**src/design/adcsc_map.svh**
```systemverilog
// Constants for the ADC sequence controller
`ifndef ADCSC_MAP_SVH
`define ADCSC_MAP_SVH
`define ADCSC_SAR_BITS 10
`define ADCSC_CONV_CYCLES 5'd12
`define ADCSC_LEN_FOUR 4'd4
`define ADCSC_LEN_EIGHT 4'd8
`define ADCSC_LEN_ONE 4'd1
`define ADCSC_CTL2_RST 2'h0
`define ADCSC_CTL3_RST 2'h0
`define ADCSC_CTL5_RST 6'h00
`endif

```
**src/design/adcsc_pkg.sv**
```systemverilog
// Types for the ADC sequence controller
`include "adcsc_map.svh"
package adcsc_pkg;
  typedef struct packed {
    logic result_justify_sel;
    logic signed_result_sel;
  } adcsc_ctl2_t;
  typedef struct packed {
    logic fifo_mode;
    logic single_conv_sel;
  } adcsc_ctl3_t;
  typedef struct packed {
    logic scan_mode;
    logic eight_conv_seq_sel;
    logic special_channel_sel;
    logic chan_sel_bit2;
    logic chan_sel_bit1;
    logic chan_sel_bit0;
  } adcsc_ctl5_t;
  typedef enum logic [1:0] {
    ADCSC_IDLE,
    ADCSC_CONV,
    ADCSC_DONE
  } adcsc_state_t;
endpackage

```
**src/design/adcsc_ctrl.sv**
```systemverilog
// ADC sequence controller: control registers, sequencing, results
`timescale 1ns/1ns
`default_nettype none
`include "adcsc_map.svh"
module adcsc_ctrl
  import adcsc_pkg::*;
(
  input wire logic clk_sys,
  input wire logic rstn,
  input wire logic ctl2_wr,
  input wire adcsc_ctl2_t ctl2_wdata,
  input wire logic ctl3_wr,
  input wire adcsc_ctl3_t ctl3_wdata,
  input wire logic ctl4_wr,
  input wire logic ctl5_wr,
  input wire adcsc_ctl5_t ctl5_wdata,
  input wire logic test_rst_wr,
  input wire logic flag_clr,
  input wire logic cmp_hi,
  output logic [3:0] mux_chan,
  output logic mux_internal,
  output logic [`ADCSC_SAR_BITS-1:0] test_rdata,
  output logic sequence_complete_flag,
  output logic busy,
  output logic result_valid,
  output logic [2:0] result_slot,
  output logic [15:0] result_data,
  output adcsc_ctl2_t ctl2,
  output adcsc_ctl3_t ctl3,
  output adcsc_ctl5_t ctl5
);
  // ****************************************
  // Helpers
  // ****************************************
  function automatic logic [3:0] seq_len(input adcsc_ctl5_t c5, input adcsc_ctl3_t c3);
    if (c3.single_conv_sel)
      seq_len = `ADCSC_LEN_ONE;
    else if (c5.eight_conv_seq_sel)
      seq_len = `ADCSC_LEN_EIGHT;
    else
      seq_len = `ADCSC_LEN_FOUR;
  endfunction

  function automatic logic [15:0] format_result(input logic [`ADCSC_SAR_BITS-1:0] v, input adcsc_ctl2_t c2);
    logic [`ADCSC_SAR_BITS-1:0] s;
    s = c2.signed_result_sel ? {~v[`ADCSC_SAR_BITS-1], v[`ADCSC_SAR_BITS-2:0]} : v;
    if (c2.result_justify_sel)
      format_result = {{(16-`ADCSC_SAR_BITS){c2.signed_result_sel & s[`ADCSC_SAR_BITS-1]}}, s};
    else
      format_result = {s, {(16-`ADCSC_SAR_BITS){1'b0}}};
  endfunction

  // ****************************************
  // Control registers and sequencer
  // ****************************************
  adcsc_ctl2_t ctl2_q, ctl2_d;
  adcsc_ctl3_t ctl3_q, ctl3_d;
  adcsc_ctl5_t ctl5_q, ctl5_d;
  adcsc_state_t st_q, st_d;
  logic [2:0] chan_q, chan_d;
  logic [3:0] cnt_q, cnt_d;
  logic [2:0] slot_q, slot_d;
  logic scf_q, scf_d;
  logic rv_q, rv_d;
  logic [15:0] res_q, res_d;
  logic [2:0] rslot_q, rslot_d;
  logic sar_start, sar_abort, sar_busy, sar_done;
  logic [`ADCSC_SAR_BITS-1:0] sar_val;
  logic restart;

  // Writes to control 2/3 deliberately absent: they never abort
  assign restart = ctl4_wr | ctl5_wr;

  always_comb begin
    ctl2_d = ctl2_wr ? ctl2_wdata : ctl2_q;
    ctl3_d = ctl3_wr ? ctl3_wdata : ctl3_q;
    ctl5_d = ctl5_wr ? ctl5_wdata : ctl5_q;
    st_d = st_q;
    chan_d = chan_q;
    cnt_d = cnt_q;
    slot_d = slot_q;
    scf_d = scf_q;
    rv_d = 1'b0;
    res_d = res_q;
    rslot_d = rslot_q;
    sar_start = 1'b0;
    sar_abort = 1'b0;
    if (flag_clr)
      scf_d = 1'b0;
    if (test_rst_wr) begin
      st_d = ADCSC_IDLE;
      scf_d = 1'b0;
      sar_abort = 1'b1;
      cnt_d = '0;
      slot_d = '0;
    end else if (restart) begin
      sar_abort = 1'b1;
      if (ctl5_wr)
        scf_d = 1'b0;
      // Start channel taken from all three bits, never masked
      chan_d = {ctl5_d.chan_sel_bit2, ctl5_d.chan_sel_bit1, ctl5_d.chan_sel_bit0};
      cnt_d = '0;
      if (!ctl3_d.fifo_mode || ctl5_wr)
        slot_d = '0;
      st_d = ADCSC_CONV;
      sar_start = 1'b1;
    end else begin
      case (st_q)
        ADCSC_IDLE: begin
        end
        ADCSC_CONV: begin
          if (sar_done) begin
            rv_d = 1'b1;
            res_d = format_result(sar_val, ctl2_q);
            rslot_d = slot_q;
            slot_d = 3'(slot_q + 3'd1);
            cnt_d = 4'(cnt_q + 4'd1);
            if (4'(cnt_q + 4'd1) >= seq_len(ctl5_q, ctl3_q)) begin
              st_d = ADCSC_DONE;
            end else begin
              chan_d = 3'(chan_q + 3'd1);
              sar_start = 1'b1;
            end
          end
        end
        ADCSC_DONE: begin
          scf_d = 1'b1;
          if (ctl5_q.scan_mode) begin
            chan_d = {ctl5_q.chan_sel_bit2, ctl5_q.chan_sel_bit1, ctl5_q.chan_sel_bit0};
            cnt_d = '0;
            if (!ctl3_q.fifo_mode)
              slot_d = '0;
            st_d = ADCSC_CONV;
            sar_start = 1'b1;
          end else begin
            st_d = ADCSC_IDLE;
          end
        end
        default: st_d = ADCSC_IDLE;
      endcase
    end
  end

  always_ff @(posedge clk_sys) begin
    if (!rstn) begin
      ctl2_q <= `ADCSC_CTL2_RST;
      ctl3_q <= `ADCSC_CTL3_RST;
      ctl5_q <= `ADCSC_CTL5_RST;
      st_q <= ADCSC_IDLE;
      chan_q <= '0;
      cnt_q <= '0;
      slot_q <= '0;
      scf_q <= 1'b0;
      rv_q <= 1'b0;
      res_q <= '0;
      rslot_q <= '0;
    end else begin
      ctl2_q <= ctl2_d;
      ctl3_q <= ctl3_d;
      ctl5_q <= ctl5_d;
      st_q <= st_d;
      chan_q <= chan_d;
      cnt_q <= cnt_d;
      slot_q <= slot_d;
      scf_q <= scf_d;
      rv_q <= rv_d;
      res_q <= res_d;
      rslot_q <= rslot_d;
    end
  end

  adcsc_sar u_sar (
    .clk_sys(clk_sys),
    .rstn(rstn),
    .start(sar_start),
    .abort(sar_abort & ~sar_start),
    .cmp_hi(cmp_hi),
    .sar(sar_val),
    .busy(sar_busy),
    .done(sar_done)
  );

  // ****************************************
  // Outputs
  // ****************************************
  assign mux_chan = {1'b0, chan_q};
  assign mux_internal = ctl5_q.special_channel_sel;
  assign test_rdata = sar_val;
  assign sequence_complete_flag = scf_q;
  assign busy = (st_q != ADCSC_IDLE) | sar_busy;
  assign result_valid = rv_q;
  assign result_slot = rslot_q;
  assign result_data = res_q;
  assign ctl2 = ctl2_q;
  assign ctl3 = ctl3_q;
  assign ctl5 = ctl5_q;
endmodule // adcsc_ctrl
`default_nettype wire

```
**src/design/adcsc_sar.sv**
```systemverilog
// Successive approximation step engine for one conversion
`timescale 1ns/1ns
`default_nettype none
`include "adcsc_map.svh"
module adcsc_sar
  import adcsc_pkg::*;
(
  input wire logic clk_sys,
  input wire logic rstn,
  input wire logic start,
  input wire logic abort,
  input wire logic cmp_hi,
  output logic [`ADCSC_SAR_BITS-1:0] sar,
  output logic busy,
  output logic done
);
  logic [`ADCSC_SAR_BITS-1:0] sar_q, sar_d, bit_q, bit_d;
  logic busy_q, busy_d, done_q, done_d;

  always_comb begin
    sar_d = sar_q;
    bit_d = bit_q;
    busy_d = busy_q;
    done_d = 1'b0;
    if (abort) begin
      busy_d = 1'b0;
    end else if (start) begin
      bit_d = {1'b1, {(`ADCSC_SAR_BITS-1){1'b0}}};
      sar_d = bit_d;
      busy_d = 1'b1;
    end else if (busy_q) begin
      // Keep trial bit if input is above trial level
      sar_d = cmp_hi ? sar_q : (sar_q & ~bit_q);
      bit_d = bit_q >> 1;
      sar_d = sar_d | bit_d;
      if (bit_q[0]) begin
        busy_d = 1'b0;
        done_d = 1'b1;
      end
    end
  end

  always_ff @(posedge clk_sys) begin
    if (!rstn) begin
      sar_q <= '0;
      bit_q <= '0;
      busy_q <= 1'b0;
      done_q <= 1'b0;
    end else begin
      sar_q <= sar_d;
      bit_q <= bit_d;
      busy_q <= busy_d;
      done_q <= done_d;
    end
  end

  assign sar = sar_q;
  assign busy = busy_q;
  assign done = done_q;
endmodule // adcsc_sar
`default_nettype wire

```
**config.mk**
```make
export PLATFORM = sky130hd
export DESIGN_NAME = adcsc_ctrl
export DESIGN_NICKNAME = d
export VERILOG_FILES = /design/src/design/adcsc_pkg.sv /design/src/design/adcsc_ctrl.sv /design/src/design/adcsc_sar.sv
export VERILOG_INCLUDE_DIRS = /design/src /design/src/design
export SDC_FILE = /design/constraint.sdc
export NUM_CORES = 1
export LEC_CHECK = 0
export BUFFER_PORTS_ARGS = -buffer_cell sky130_fd_sc_hd__buf_4
export CAP_MARGIN = 25
export CORE_ASPECT_RATIO = 1.25
export CORE_MARGIN = 2
export CORE_UTILIZATION = 35
export DETAILED_ROUTE_END_ITERATION = 16
export SYNTH_ARGS = -nofsm -noshare
export SYNTH_HDL_FRONTEND = slang
export SYNTH_HIERARCHICAL = 1
export SYNTH_SLANG_ARGS = --single-unit
```
**constraint.sdc**
```tcl
create_clock -name clk_sys -period 5.1 [get_ports clk_sys]
set_input_delay 0.51 -clock clk_sys [delete_from_list [all_inputs] [get_ports clk_sys]]
set_output_delay 0.51 -clock clk_sys [all_outputs]
set_load 0.005 [all_outputs]
```
### Word level (Yosys, flattened, before mapping)

Index checks and enable logic that the tools add are counted.

| storage, ports and cells | value |
|---|---|
| register bits | 65 |
| bits in latches | 0 |
| RAM bits | 0 |
| memory bits (read-only) | 0 |
| bits of input ports | 19 |
| output and inout port bits | 47 |
| logic and storage cells | 125 |
| memories kept | 0 |

| cells by class | value |
|---|---|
| add/subtract/negate cells | 3 |
| multiply operators | 0 |
| divide/modulo/power cells | 0 |
| order comparisons | 1 |
| equal/unequal tests | 12 |
| shift-type cells | 0 |
| muxes and demuxes | 51 |
| bitwise operators | 16 |
| reductions and logical operators | 19 |

Operator list:

| operator | count |
|---|---|
| two-way mux 10 bit | 6 |
| two-way mux 4 bit | 8 |
| two-way mux 3 bit | 10 |
| two-way mux 1 bit | 18 |
| two-way mux 16 bit | 1 |
| != test 3 bit, second input constant | 4 |
| case mux 3 bit (2 select lines) | 2 |
| bitwise AND 10 bit | 1 |
| NOT 10 bit | 1 |
| bitwise OR 10 x 9 -> 10 bit | 1 |
| AND reduction 5 bit | 2 |
| NOT 1 bit | 9 |
| AND reduction 3 bit | 3 |
| case mux 4 bit (2 select lines) | 1 |
| OR reduction 4 bit | 2 |
| adder 3 x 1 -> 3 bit, second input constant | 2 |
| two-way mux 2 bit | 3 |
| != test 2 bit, second input constant | 3 |
| case mux 2 bit (3 select lines) | 1 |
| nonzero test 2 bit | 3 |
| adder 4 x 1 -> 4 bit, second input constant | 1 |
| greater-or-equal comparator 4 bit | 1 |
| != test 2 x 1 -> 1 bit, second input constant | 2 |
| AND reduction 4 bit | 1 |
| other kinds (13) | 16 |

### Longest topological paths before layout

Gate-level depths: netlist of the first run.

| depth | value |
|---|---|
| depth after elaboration | 16 |
| gate-level depth with buffers | 11 |
| mapped depth without buffers | 10 |

### By module

Netlist of the first run, hierarchy kept.

By module, submodules not included:

| module | times used | cells an instance | area an instance (um^2) | sequential area each (um^2) |
|---|---|---|---|---|
| adcsc_ctrl | 1 | 229 | 2,183.3 | 860.8 |
| adcsc_sar | 1 | 75 | 862.1 | 440.4 |

### Least setup slack after synthesis of the first run

Ideal clock, no wire load.

| path | value |
|---|---|
| path type | register -> register |
| from | reg cnt_q[0] |
| to | reg u_sar.bit_q[1] |
| setup time | 0.117 ns |
| data arrival time | 2.394 ns |
| data required time | 4.983 ns |
| path slack | 2.589 ns |
| cell stages (with the launch flop) | 12 |
| path buffers | 1 |
| period minus slack after synthesis | 2.511 ns |
| path through | dfxtp_1 > nand3_1 > xnor2_1 > ha_1 > a21oi_1 > o21a_1 > nand4_1 > a21oi_1 > nor2_2 > or2_0 > buf_2 > a32o_2 |

| on the way | value |
|---|---|
| longest elaborated chain between the ends | 11 |
| elaborated cells between the ends (all ways) | 13 |
| classes of those cells | 1 x add/sub; 1 x order compare; 6 x mux; 3 x bitwise; 2 x reduce/logical |

Ends and longest elaborated chain:

| element | RTL line | source |
|---|---|---|
| start: declaration | adcsc_ctrl.sv:61 | `logic [3:0] cnt_q, cnt_d;` |
| start signal: assignment | adcsc_ctrl.sv:163 | `cnt_q <= cnt_d;` |
| adder 4 x 1 -> 4 bit (*) | adcsc_ctrl.sv:118 | `if (4'(cnt_q + 4'd1) >= seq_len(ctl5_q, ctl3_q)) begin` |
| greater-or-equal comparator 4 bit (*) | adcsc_ctrl.sv:118 |  |
| two-way mux 1 bit (*) | adcsc_ctrl.sv:118 |  |
| two-way mux 1 bit (*) | adcsc_ctrl.sv:112 | `if (sar_done) begin` |
| case mux 1 bit (2 select lines) (*) | adcsc_ctrl.sv:108 | `case (st_q)` |
| two-way mux 1 bit (*) | adcsc_ctrl.sv:96 | `end else if (restart) begin` |
| two-way mux 1 bit (*) | adcsc_ctrl.sv:90 | `if (test_rst_wr) begin` |
| net sar_start | adcsc_ctrl.sv:67 | `logic sar_start, sar_abort, sar_busy, sar_done;` |
| NOT 1 bit | adcsc_ctrl.sv:176 | `.abort(sar_abort & ~sar_start),` |
| bitwise AND 1 bit | adcsc_ctrl.sv:176 |  |
| NOT 1 bit (no line) | -- |  |
| AND reduction 2 bit (no line) | -- |  |
| end signal: assignment | adcsc_sar.sv:51 | `bit_q <= bit_d;` |
| end: declaration | adcsc_sar.sv:17 | `` logic [`ADCSC_SAR_BITS-1:0] sar_q, sar_d, bit_q, bit_d; `` |

Mark *: on every way through the listed nets, which the timed path passes. The rest lies on a longest branch.
A chain may end at the register's enable or synchronous reset.

### Worst setup path in the final report of the first run

| path | value |
|---|---|
| from | reg cnt_q[0] |
| to | reg u_sar.sar_q[6], in the netlist u_sar/sar[6] |

| on the way | value |
|---|---|
| longest elaborated chain between the ends | 11 |
| elaborated cells between the ends (all ways) | 13 |
| classes of those cells | 1 x add/sub; 1 x order compare; 6 x mux; 3 x bitwise; 2 x reduce/logical |

Ends and longest elaborated chain:

| element | RTL line | source |
|---|---|---|
| adder 4 x 1 -> 4 bit (*) | adcsc_ctrl.sv:118 |  |
| greater-or-equal comparator 4 bit (*) | adcsc_ctrl.sv:118 |  |
| two-way mux 1 bit (*) | adcsc_ctrl.sv:118 |  |
| two-way mux 1 bit (*) | adcsc_ctrl.sv:112 |  |
| case mux 1 bit (2 select lines) (*) | adcsc_ctrl.sv:108 |  |
| two-way mux 1 bit (*) | adcsc_ctrl.sv:96 |  |
| two-way mux 1 bit (*) | adcsc_ctrl.sv:90 |  |
| net sar_start | adcsc_ctrl.sv:67 |  |
| NOT 1 bit | adcsc_ctrl.sv:176 |  |
| bitwise AND 1 bit | adcsc_ctrl.sv:176 |  |
| NOT 1 bit (no line) | -- |  |
| AND reduction 2 bit (no line) | -- |  |
| end signal: assignment | adcsc_sar.sv:50 | `sar_q <= sar_d;` |
| end: declaration | adcsc_sar.sv:17 |  |

Marked as above.

==> results.json, run 1 <==
{
  "finalMaxSlewViolations": 0,
  "cts_resized": 0,
  "grt_antenna_before_repair": 0,
  "status": "finished, final reports clean",
  "min-delay-start": "ctl3_wdata[0]",
  "row_count": 38,
  "crit_arrival_ns": 3.10,
  "drt_wl_total_um": 7020,
  "whs_endpoint": "ctl3[0]$_SDFFE_PN0P_",
  "core_um2": 8560,
  "yosysSeqAreaShare_pct": 42.7,
  "synth-edff-count": 0,
  "fp.dieW_um": 87.4,
  "cts_hold_buffers": 0,
  "clock_path_buffers": 2,
  "rr_worst_depth": 10,
  "cts_made_buffers": 9,
  "area_growth_pct": 20.4,
  "dieArea_um2": 9470,
  "cts.sinks": 65,
  "ir_worst_vdd_uv": 148,
  "finalHoldViolCount": 0,
  "setup_viol": 0,
  "max_freq_mhz": 349,
  "critPathCaptureType": "register",
  "drtAntennaViolNets": 0,
  "final_common_cell": "dfxtp_1",
  "grt_pass1_vias": 2293,
  "root_buffer": "clkbuf_8",
  "finalClockSkew_ns": 0.00875,
  "pre_cts_slack_ns": 2.23,
  "p_leak_nw": 1.65,
  "dpl.hpwl_um": 4930,
  "hold_class": "in2reg",
  "track_usage_pct": 15.3,
  "grt_pass1_wl_um": 11200,
  "yosys_warnings": 6,
  "die_h_um": 108,
  "met1_length_um": 3060,
  "wl_per_cell_um": 15.2,
  "r2r-end": "u_sar/sar[6]$_SDFFE_PN0P_",
  "clk_pin_slew_ns": 0.07,
  "drtIter0Drc": 97,
  "worst_slew_pin_slew_ns": 0.831,
  "nets": 385,
  "worst_slack_ns": 2.24,
  "fin_tns_setup_ns": 0,
  "cp.depth": 10,
  "n_antenna_cell": 0,
  "grt_start_max_net_pins": 52,
  "layout_common_cells": "65 x dfxtp_1, 64 x buf_4, 25 x nand2_1, 16 x mux2i_1, 14 x a21oi_1",
  "ys_seq_elements": 65,
  "cp_common_cell": "a21oi_1",
  "slew_headroom_pct": 44.3,
  "startpoint_type": "register",
  "cp_max_fo": 9,
  "grt_overflow": 0,
  "crit_chain": "nand3_1, xnor2_1, ha_1, a21oi_1, o21a_1, nand4_1, a21oi_1, nand2b_1, and2_1, a32o_2",
  "drc_errors": 0,
  "portBuffers": 64,
  "critPathMaxStageDelay_ns": 0.52,
  "hold_depth": 3,
  "gp_congestion": 0.775,
  "start_util_pct": 35.6,
  "synthCells": 304,
  "drt_first_pass_iters": 4,
  "vias": 2450,
  "cts_tree": "built",
  "ios": 66,
  "crit_required_ns": 5.34,
  "fin_crit_sh_pct": 56.1,
  "synth_area_per_cell_um2": 10.0,
  "critPathTopFamily": "compound AO/OA/AOI/OAI gates",
  "worst-r2r-setup-slack_ns": 2.24,
  "synth.distinct_cells": 58,
  "r2r-start": "cnt_q[0]$_SDFFE_PP0P_",
  "syn-num-nets": 333,
  "grt_setup_unrepaired": "false",
  "critPathSlowestCell": "a21oi_1",
  "wl_met2_um": 3390,
  "h-tree-depth": 3,
  "drt-vias-per-instance": 5.31,
  "async_flop_share_pct": 0,
  "p_per_area_nw_per_um2": 277,
  "cts_setup_buffers": 0,
  "wl_met3_um": 458,
  "clock_latency_ns": 0.34,
  "top_layer_used": "met4",
  "critPathBufInv": 0,
  "fin_crit_ns": 2.86,
  "final_layout_size_suffix_gt1_share_pct": 28.3,
  "crit_type": "reg2reg",
  "synthesis.area_um2": 3050,
  "maxCapViolCount": 0,
  "ys.flop_type": "dfxtp_1"
}
==> sequential cells by signal (all words and copies together), names as in the netlist, 2 cells and up <==
signal       count
cnt_q            4
ctl3             2
chan_q           3
ctl2             2
ctl5             5
result_slot      3
slot_q           3
st_q             2
u_sar/bit_q     10
u_sar/sar       10
result_data     16
==> synth_stat cells, drive strengths merged, types with 3 or more instances <==
| cell | number | area, um^2 |
|---|---|---|
| ha | 10 | 125 |
| a21oi | 14 | 70.1 |
| o21ai | 9 | 45.0 |
| nor2 | 14 | 71.3 |
| buf | 17 | 143 |
| dfxtp | 65 | 1300 |
| nor2b | 10 | 62.6 |
| o211a | 8 | 80.1 |
| mux2i | 16 | 160 |
| nand2 | 25 | 93.8 |
| o211ai | 5 | 37.5 |
| clkbuf | 6 | 22.5 |
| or2 | 3 | 18.8 |
| nand3 | 8 | 40.0 |
| a32o | 22 | 231 |
| a22oi | 3 | 22.5 |
| and2 | 5 | 33.8 |
| nor3b | 4 | 41.3 |
| nor3 | 5 | 36.3 |
| nand2b | 11 | 68.8 |
| a21boi | 7 | 52.6 |
| or4b | 4 | 43.8 |
| inv | 10 | 37.5 |
==> power by group <==
part | switching [mW] | total [mW] | internal, mW
clock | 0.202 | 0.403 | 0.200
combinational | 0.0455 | 0.0885 | 0.0430
sequential | 0.00944 | 0.526 | 0.516
==> metal layers <==
| metal | track usage, % | vias to the layer above |
|---|---|---|
| li1 | - | 1209 |
| met1 | 18.1 | 1170 |
| met2 | 25.4 | 59 |
| met3 | 5.19 | 12 |
| met4 | 5.49 | 0 |
| met5 | 0 | - |
==> worst max-delay path by stage <==
stage / startpoint / endpoint / slack [ns]
2_1_floorplan: cnt_q[0]$_SDFFE_PP0P_ / u_sar/bit_q[1]$_SDFFE_PN0P_ / 2.59
3_3_place_gp: cnt_q[0]$_SDFFE_PP0P_ / u_sar/sar[5]$_SDFFE_PN0P_ / 2.38
3_5_place_dp: cnt_q[0]$_SDFFE_PP0P_ / u_sar/sar[6]$_SDFFE_PN0P_ / 2.23
4_1_cts: cnt_q[0]$_SDFFE_PP0P_ / u_sar/sar[6]$_SDFFE_PN0P_ / 2.23
5_1_grt: cnt_q[0]$_SDFFE_PP0P_ / u_sar/sar[6]$_SDFFE_PN0P_ / 1.94
6_report: cnt_q[0]$_SDFFE_PP0P_ / u_sar/sar[6]$_SDFFE_PN0P_ / 2.24
==> kinds of logic (layout without fill, tap and decap cells) <==
family,Yosys count,after routing,synth area share [%]
adder cells (fa/ha/maj),10,10,4.11
multiplexers,18,18,6.00
AND/OR/NAND/NOR,93,93,18.2
flip-flops,65,65,42.7
buffers and inverters,33,90,6.66
AO/OA/AOI/OAI,81,81,21.3
other,1,1,0.123
XOR/XNOR,3,3,0.863
==> metrics by stage <==
step           instances  power [mW]  hold WS, ns  area, um^2  utilization (%)
6_report             461        1.02        0.421        3670             42.9
5_1_grt              461        1.07        0.432        3670             42.9
4_1_cts              461        1.03        0.412        3670             42.9
3_5_place_dp         445       0.626        0.442        3490             40.7
3_3_place_gp         445       0.625        0.443        3490             40.7
2_1_floorplan        304       0.595        0.445        3050                -
==> tightest hold or removal path, delay by kind of cell <==
kind,cells,cell delay (ns)
simple gates,1,0.09
buf+inv,1,0.08
mux,1,0.05
==> cell type report <==
cell class,count,area [um^2]
clock buffer,11,151
clock inverter,5,30.0
fill,866,4890
inverter,10,37.5
multi-input combinational,206,1540
sequential,65,1300
tap,100,125
timing repair buffer,64,480
Power figures use the tool's default switching activity.
==> run 2, diff against run 1 <==
Clock period 5.1 ns to 2.5 ns, I/O delays scaled along.
==> run 2 against run 1 <==
Effect of this change:
- non-clock buffer count is 11 higher
- maximum frequency is 21% higher
- via count is 0.86% higher
- first-iteration DRC count is 11% lower
- sequential share of layout area is 1.3 points lower
- utilization is 1.8 points higher
- die area stayed put
- critical path type unchanged
- largest power group unchanged
==> results.json, run 2 (same netlist as run 1, synthesis figures left out) <==
{
  "final_layout_size_suffix_gt1_share_pct": 32.7,
  "clock_latency_ns": 0.33,
  "startpoint_type": "register",
  "wl_per_cell_um": 15.3,
  "die_h_um": 108,
  "r2r-start": "cnt_q[0]$_SDFFE_PP0P_",
  "fp.dieW_um": 87.4,
  "drc_errors": 0,
  "critPathCaptureType": "register",
  "worst_slew_pin_slew_ns": 0.615,
  "track_usage_pct": 16.1,
  "largest_reg_flops": 16,
  "row_count": 38,
  "crit_type": "reg2reg",
  "worst-r2r-setup-slack_ns": 0.13,
  "grtUsageMet3_pct": 3.74,
  "fin_crit_ns": 2.37,
  "cts_made_buffers": 9,
  "grt_antenna_before_repair": 0,
  "grt_util_met2_pct": 27.7,
  "vias": 2471,
  "fin_crit_sh_pct": 94.8,
  "finalClockSkew_ns": 0.00831,
  "root_buffer": "clkbuf_8",
  "pre_cts_slack_ns": -0.176,
  "nets": 396,
  "whs_endpoint": "mux_internal$_SDFFE_PN0P_",
  "critPathBufInv": 1,
  "finalMaxSlewViolations": 0,
  "cts.sinks": 65,
  "min-delay-start": "ctl5_wdata[3]",
  "top_usage_layer": "met2",
  "drtAntennaViolNets": 0,
  "crit_arrival_ns": 2.63,
  "worst_slack_ns": 0.130,
  "hold_class": "in2reg",
  "drt_first_pass_iters": 4,
  "maxCapViolCount": 0,
  "multiInputGateArea_um2": 1580,
  "core_um2": 8560,
  "portBuffers": 64,
  "h-tree-depth": 3,
  "dpl.hpwl_um": 5160,
  "max_freq_mhz": 422,
  "cp_max_fo": 4,
  "fin_tns_setup_ns": 0,
  "drtIter0Drc": 86,
  "gp_congestion": 0.840,
  "grt_overflow": 0,
  "grt_pass1_vias": 2501,
  "p_total_mw": 2.13,
  "p_leak_nw": 1.74,
  "critPathMaxStageDelay_ns": 0.52,
  "seq_area_um2": 1310,
  "drt_wl_total_um": 7200,
  "clk_pin_slew_ns": 0.07,
  "start_util_pct": 35.6,
  "cp_common_cell": "ha_1",
  "drt-vias-per-instance": 5.26,
  "critPathSlowestCell": "or4b_1",
  "grt_use_met1_pct": 19.3,
  "final_common_cell": "buf_4",
  "ir_worst_vdd_uv": 293,
  "grt_start_max_net_pins": 32,
  "status": "finished, final reports clean",
  "slew_headroom_pct": 58.9,
  "rr_worst_depth": 10,
  "n_antenna_cell": 0,
  "area_growth_pct": 25.4,
  "ios": 66,
  "p_per_area_nw_per_um2": 557,
  "hold_depth": 3,
  "cts_hold_buffers": 0,
  "cts_tree": "built",
  "dieArea_um2": 9470,
  "fill_cells": 841,
  "crit_chain": "ha_1, xor2_2, ha_1, nand2_1, o21a_1, nand4_1, a21oi_4, buf_12, or4b_1, a21boi_1",
  "crit_required_ns": 2.76,
  "clock_path_buffers": 2,
  "finalHoldViolCount": 0,
  "critPathTopFamily": "simple AND/OR/NAND/NOR gates",
  "grt_pass1_wl_um": 12100,
  "r2r-end": "u_sar/bit_q[2]$_SDFFE_PN0P_",
  "layout_common_cells": "73 x buf_4, 62 x dfxtp_1, 25 x nand2_1, 16 x mux2i_1, 13 x a32o_1",
  "setup_viol": 0
}
## run 2: how the worst max path moves through the flow
stage / slack [ns] / to / cells past startpoint / start
3_3_place_gp: -0.08 / u_sar/sar[4]$_SDFFE_PN0P_ / 10 / cnt_q[0]$_SDFFE_PP0P_
2_1_floorplan: 0.11 / u_sar/bit_q[1]$_SDFFE_PN0P_ / 11 / cnt_q[0]$_SDFFE_PP0P_
4_1_cts: 0.02 / u_sar/sar[5]$_SDFFE_PN0P_ / 10 / cnt_q[1]$_SDFFE_PP0P_
5_1_grt: -0.01 / u_sar/bit_q[5]$_SDFFE_PN0P_ / 10 / cnt_q[0]$_SDFFE_PP0P_
6_report: 0.13 / u_sar/bit_q[2]$_SDFFE_PN0P_ / 10 / cnt_q[0]$_SDFFE_PP0P_
3_5_place_dp: -0.18 / u_sar/sar[0]$_SDFFE_PN0P_ / 10 / cnt_q[0]$_SDFFE_PP0P_
## run 2: through the flow
step                      cells  utilization [%]  instance area, um^2  hold slack (ns)
after global routing        470             44.6                 3820            0.179
after floorplan             304                -                 3050            0.412
after CTS                   469             44.3                 3790            0.163
final                       470             44.6                 3820            0.174
after detailed placement    454             41.7                 3570            0.446
after global placement      454             41.7                 3570            0.440
## run 2: layer usage
metal	part of all wire (%)	up-vias	wire [um]
met3	5.4	12	391
met4	1.6	0	114
li1	-	1225	-
met5	0	-	0
met1	42	1169	3040
met2	51	65	3650
## run 2: what timing repair did
action                                  in CTS  in global routing
setup buffers                                1                  1
endpoints found under the setup margin      16                 15
pin swaps                                    2                  2
resized for setup                            6                  6
## run 2: cell type report
| type | count | area share, % |
|---|---|---|
| clock buffers | 10 | 3.60 |
| repair buffers | 75 | 15.4 |
| inverters | 10 | 0.983 |
| flip-flops and latches | 65 | 34.2 |
| clock inverters | 4 | 1.18 |
| multi-input cells | 206 | 41.4 |
| well taps | 100 | 3.28 |
## run 2: where the power goes
group          switching (mW)  leakage (nW)  internal [mW]
Combinational          0.0977          1.11          0.103
Clock                   0.384        0.0978          0.471
Sequential             0.0187         0.528           1.05
Total                   0.501          1.74           1.63
## run 2: worst reg2reg max path: stages (launching register included)
cell      delay, ns
dfxtp_2        0.35
ha_1           0.23
xor2_2         0.16
ha_1           0.28
nand2_1        0.06
o21a_1         0.20
nand4_1        0.14
a21oi_4        0.09
buf_12         0.14
or4b_1         0.52
a21boi_1       0.13
==> run 3, diff against run 2 <==
Settings changed: CORE_MARGIN 2 to default.
==> run 3 against run 2 <==
Effect of this change:
- routed wire length is 1.1% higher
- register-to-register slack worse by 0.03 ns
- clock skew is 0.0031 ns lower
- flip-flop and latch count stayed put
- utilization is 1.2 points higher
- highest routed layer unchanged
==> results.json, run 3 (same netlist as run 1, synthesis figures left out) <==
{
  "status": "finished, final reports clean",
  "worst_slack_ns": 0.101,
  "crit_required_ns": 2.73,
  "start_util_pct": 36.5,
  "crit_end": "u_sar/sar[5]$_SDFFE_PN0P_",
  "root_buffer": "clkbuf_8",
  "fp.dieW_um": 85.4,
  "finalMaxSlewViolations": 0,
  "grt_pass1_vias": 2421,
  "drc_errors": 0,
  "cp_max_fo": 5,
  "crit_path_start": "cnt_q[2]$_SDFFE_PP0P_",
  "nets": 397,
  "worst_slew_pin_slew_ns": 0.630,
  "fin_crit_sh_pct": 95.9,
  "portBuffers": 64,
  "area_growth_pct": 25.5,
  "grt_pass1_wl_um": 11800,
  "die_h_um": 106,
  "drt-vias-per-instance": 5.35,
  "grt_start_max_net_pins": 30,
  "cts_hold_buffers": 0,
  "p_leak_nw": 1.73,
  "critPathCaptureType": "register",
  "fill_cells": 837,
  "crit_type": "reg2reg",
  "core_um2": 8330,
  "crit_arrival_ns": 2.63,
  "final_layout_size_suffix_gt1_share_pct": 32.8,
  "h-tree-depth": 3,
  "finalClockSkew_ns": 0.00519,
  "post-place-cells": 450,
  "grt_setup_unrepaired": "true",
  "largest_reg_flops": 16,
  "n_antenna_cell": 0,
  "fin_cells": 469,
  "setup_viol": 0,
  "wl_per_cell_um": 15.5,
  "clock_path_buffers": 2,
  "clock_latency_ns": 0.34,
  "drtIter0Drc": 76,
  "dieArea_um2": 9080,
  "fin_crit_ns": 2.40,
  "cts_tree": "built",
  "maxCapViolCount": 0,
  "max_freq_mhz": 417,
  "worst-r2r-setup-slack_ns": 0.10,
  "utilization_pct": 45.9,
  "cts.sinks": 65,
  "vias": 2507,
  "gp_congestion": 0.789,
  "cts_made_buffers": 9,
  "drt_wl_total_um": 7270,
  "layout_common_cells": "74 x buf_4, 62 x dfxtp_1, 25 x nand2_1, 16 x mux2i_1, 13 x a32o_1",
  "r2r-end": "u_sar/sar[5]$_SDFFE_PN0P_",
  "clk_pin_slew_ns": 0.07,
  "slew_headroom_pct": 57.8,
  "r2r-start": "cnt_q[2]$_SDFFE_PP0P_",
  "hold_class": "in2reg",
  "drt_first_pass_iters": 4,
  "rr_worst_depth": 10,
  "finalHoldViolCount": 0,
  "track_usage_pct": 16.6,
  "pre_cts_slack_ns": -0.0963,
  "final_common_cell": "buf_4",
  "ir_worst_vdd_uv": 346,
  "dpl.hpwl_um": 5060,
  "drtAntennaViolNets": 0,
  "startpoint_type": "register",
  "grt_antenna_before_repair": 0,
  "hold_depth": 3,
  "p_per_area_nw_per_um2": 563,
  "row_count": 37,
  "ios": 66,
  "grt_overflow": 0
}
-- run 3: routing by layer --
layer / GRT usage [%] / wire (um)
met1: 19.9 / 3180
met2: 28.7 / 3680
met3: 3.42 / 327
met4: 6.79 / 80
met5: 0 / 0
-- run 3: metrics by stage --
step / cell area, um^2 / setup TNS, ns / total power, mW / hold WS (ns)
after floorplan: 3050 / 0 / 1.22 / 0.412
after global routing: 3820 / -0.370 / 2.24 / 0.177
after detailed placement: 3550 / -1.35 / 1.29 / 0.461
final: 3820 / 0 / 2.15 / 0.171
after CTS: 3770 / 0 / 2.17 / 0.163
after global placement: 3550 / -1.25 / 1.29 / 0.456
-- run 3: critical path, cell delays in order, from the launching register on --
cell and delay (ns):
dfxtp_2 0.38, nand3_4 0.08, xnor2_2 0.20, ha_1 0.28, a21oi_2 0.17, o21a_1 0.18
nand4_1 0.12, a21oi_2 0.25, nand2b_1 0.17, and2_4 0.22, a32o_2 0.25
-- run 3: worst min path at each step --
stage	start	endpoint
CTS	ctl2_wdata[1]	ctl2[1]$_SDFFE_PN0P_
global placement	result_data[15]$_SDFFE_PN0P_	result_data[15]$_SDFFE_PN0P_
floorplan	rstn	u_sar/bit_q[5]$_SDFFE_PN0P_
global route	ctl2_wdata[1]	ctl2[1]$_SDFFE_PN0P_
detailed placement	result_data[15]$_SDFFE_PN0P_	result_data[15]$_SDFFE_PN0P_
finish	ctl2_wdata[1]	ctl2[1]$_SDFFE_PN0P_
-- run 3: area by class of cell --
class / instances / area, um^2 / share of cell area [%]
inverter: 10 / 37.5 / 0.982
sequential: 65 / 1310 / 34.3
multi-input combinational: 207 / 1580 / 41.4
clock buffer: 10 / 138 / 3.60
tap: 97 / 121 / 3.18
clock inverter: 5 / 56.3 / 1.47
timing repair buffer: 75 / 576 / 15.1
-- run 3: timing repair --
action | CTS | global route
endpoints found under the setup margin | 16 | 16
gates cloned | 0 | 1
setup buffers | 1 | 2
hold endpoints to repair | 0 | 0
resized for setup | 5 | 9
pin swaps | 2 | 8
-- run 3: power breakdown --
group / switching, mW / internal (mW)
Sequential: 0.0190 / 1.05
Combinational: 0.0984 / 0.0993
Clock: 0.403 / 0.480
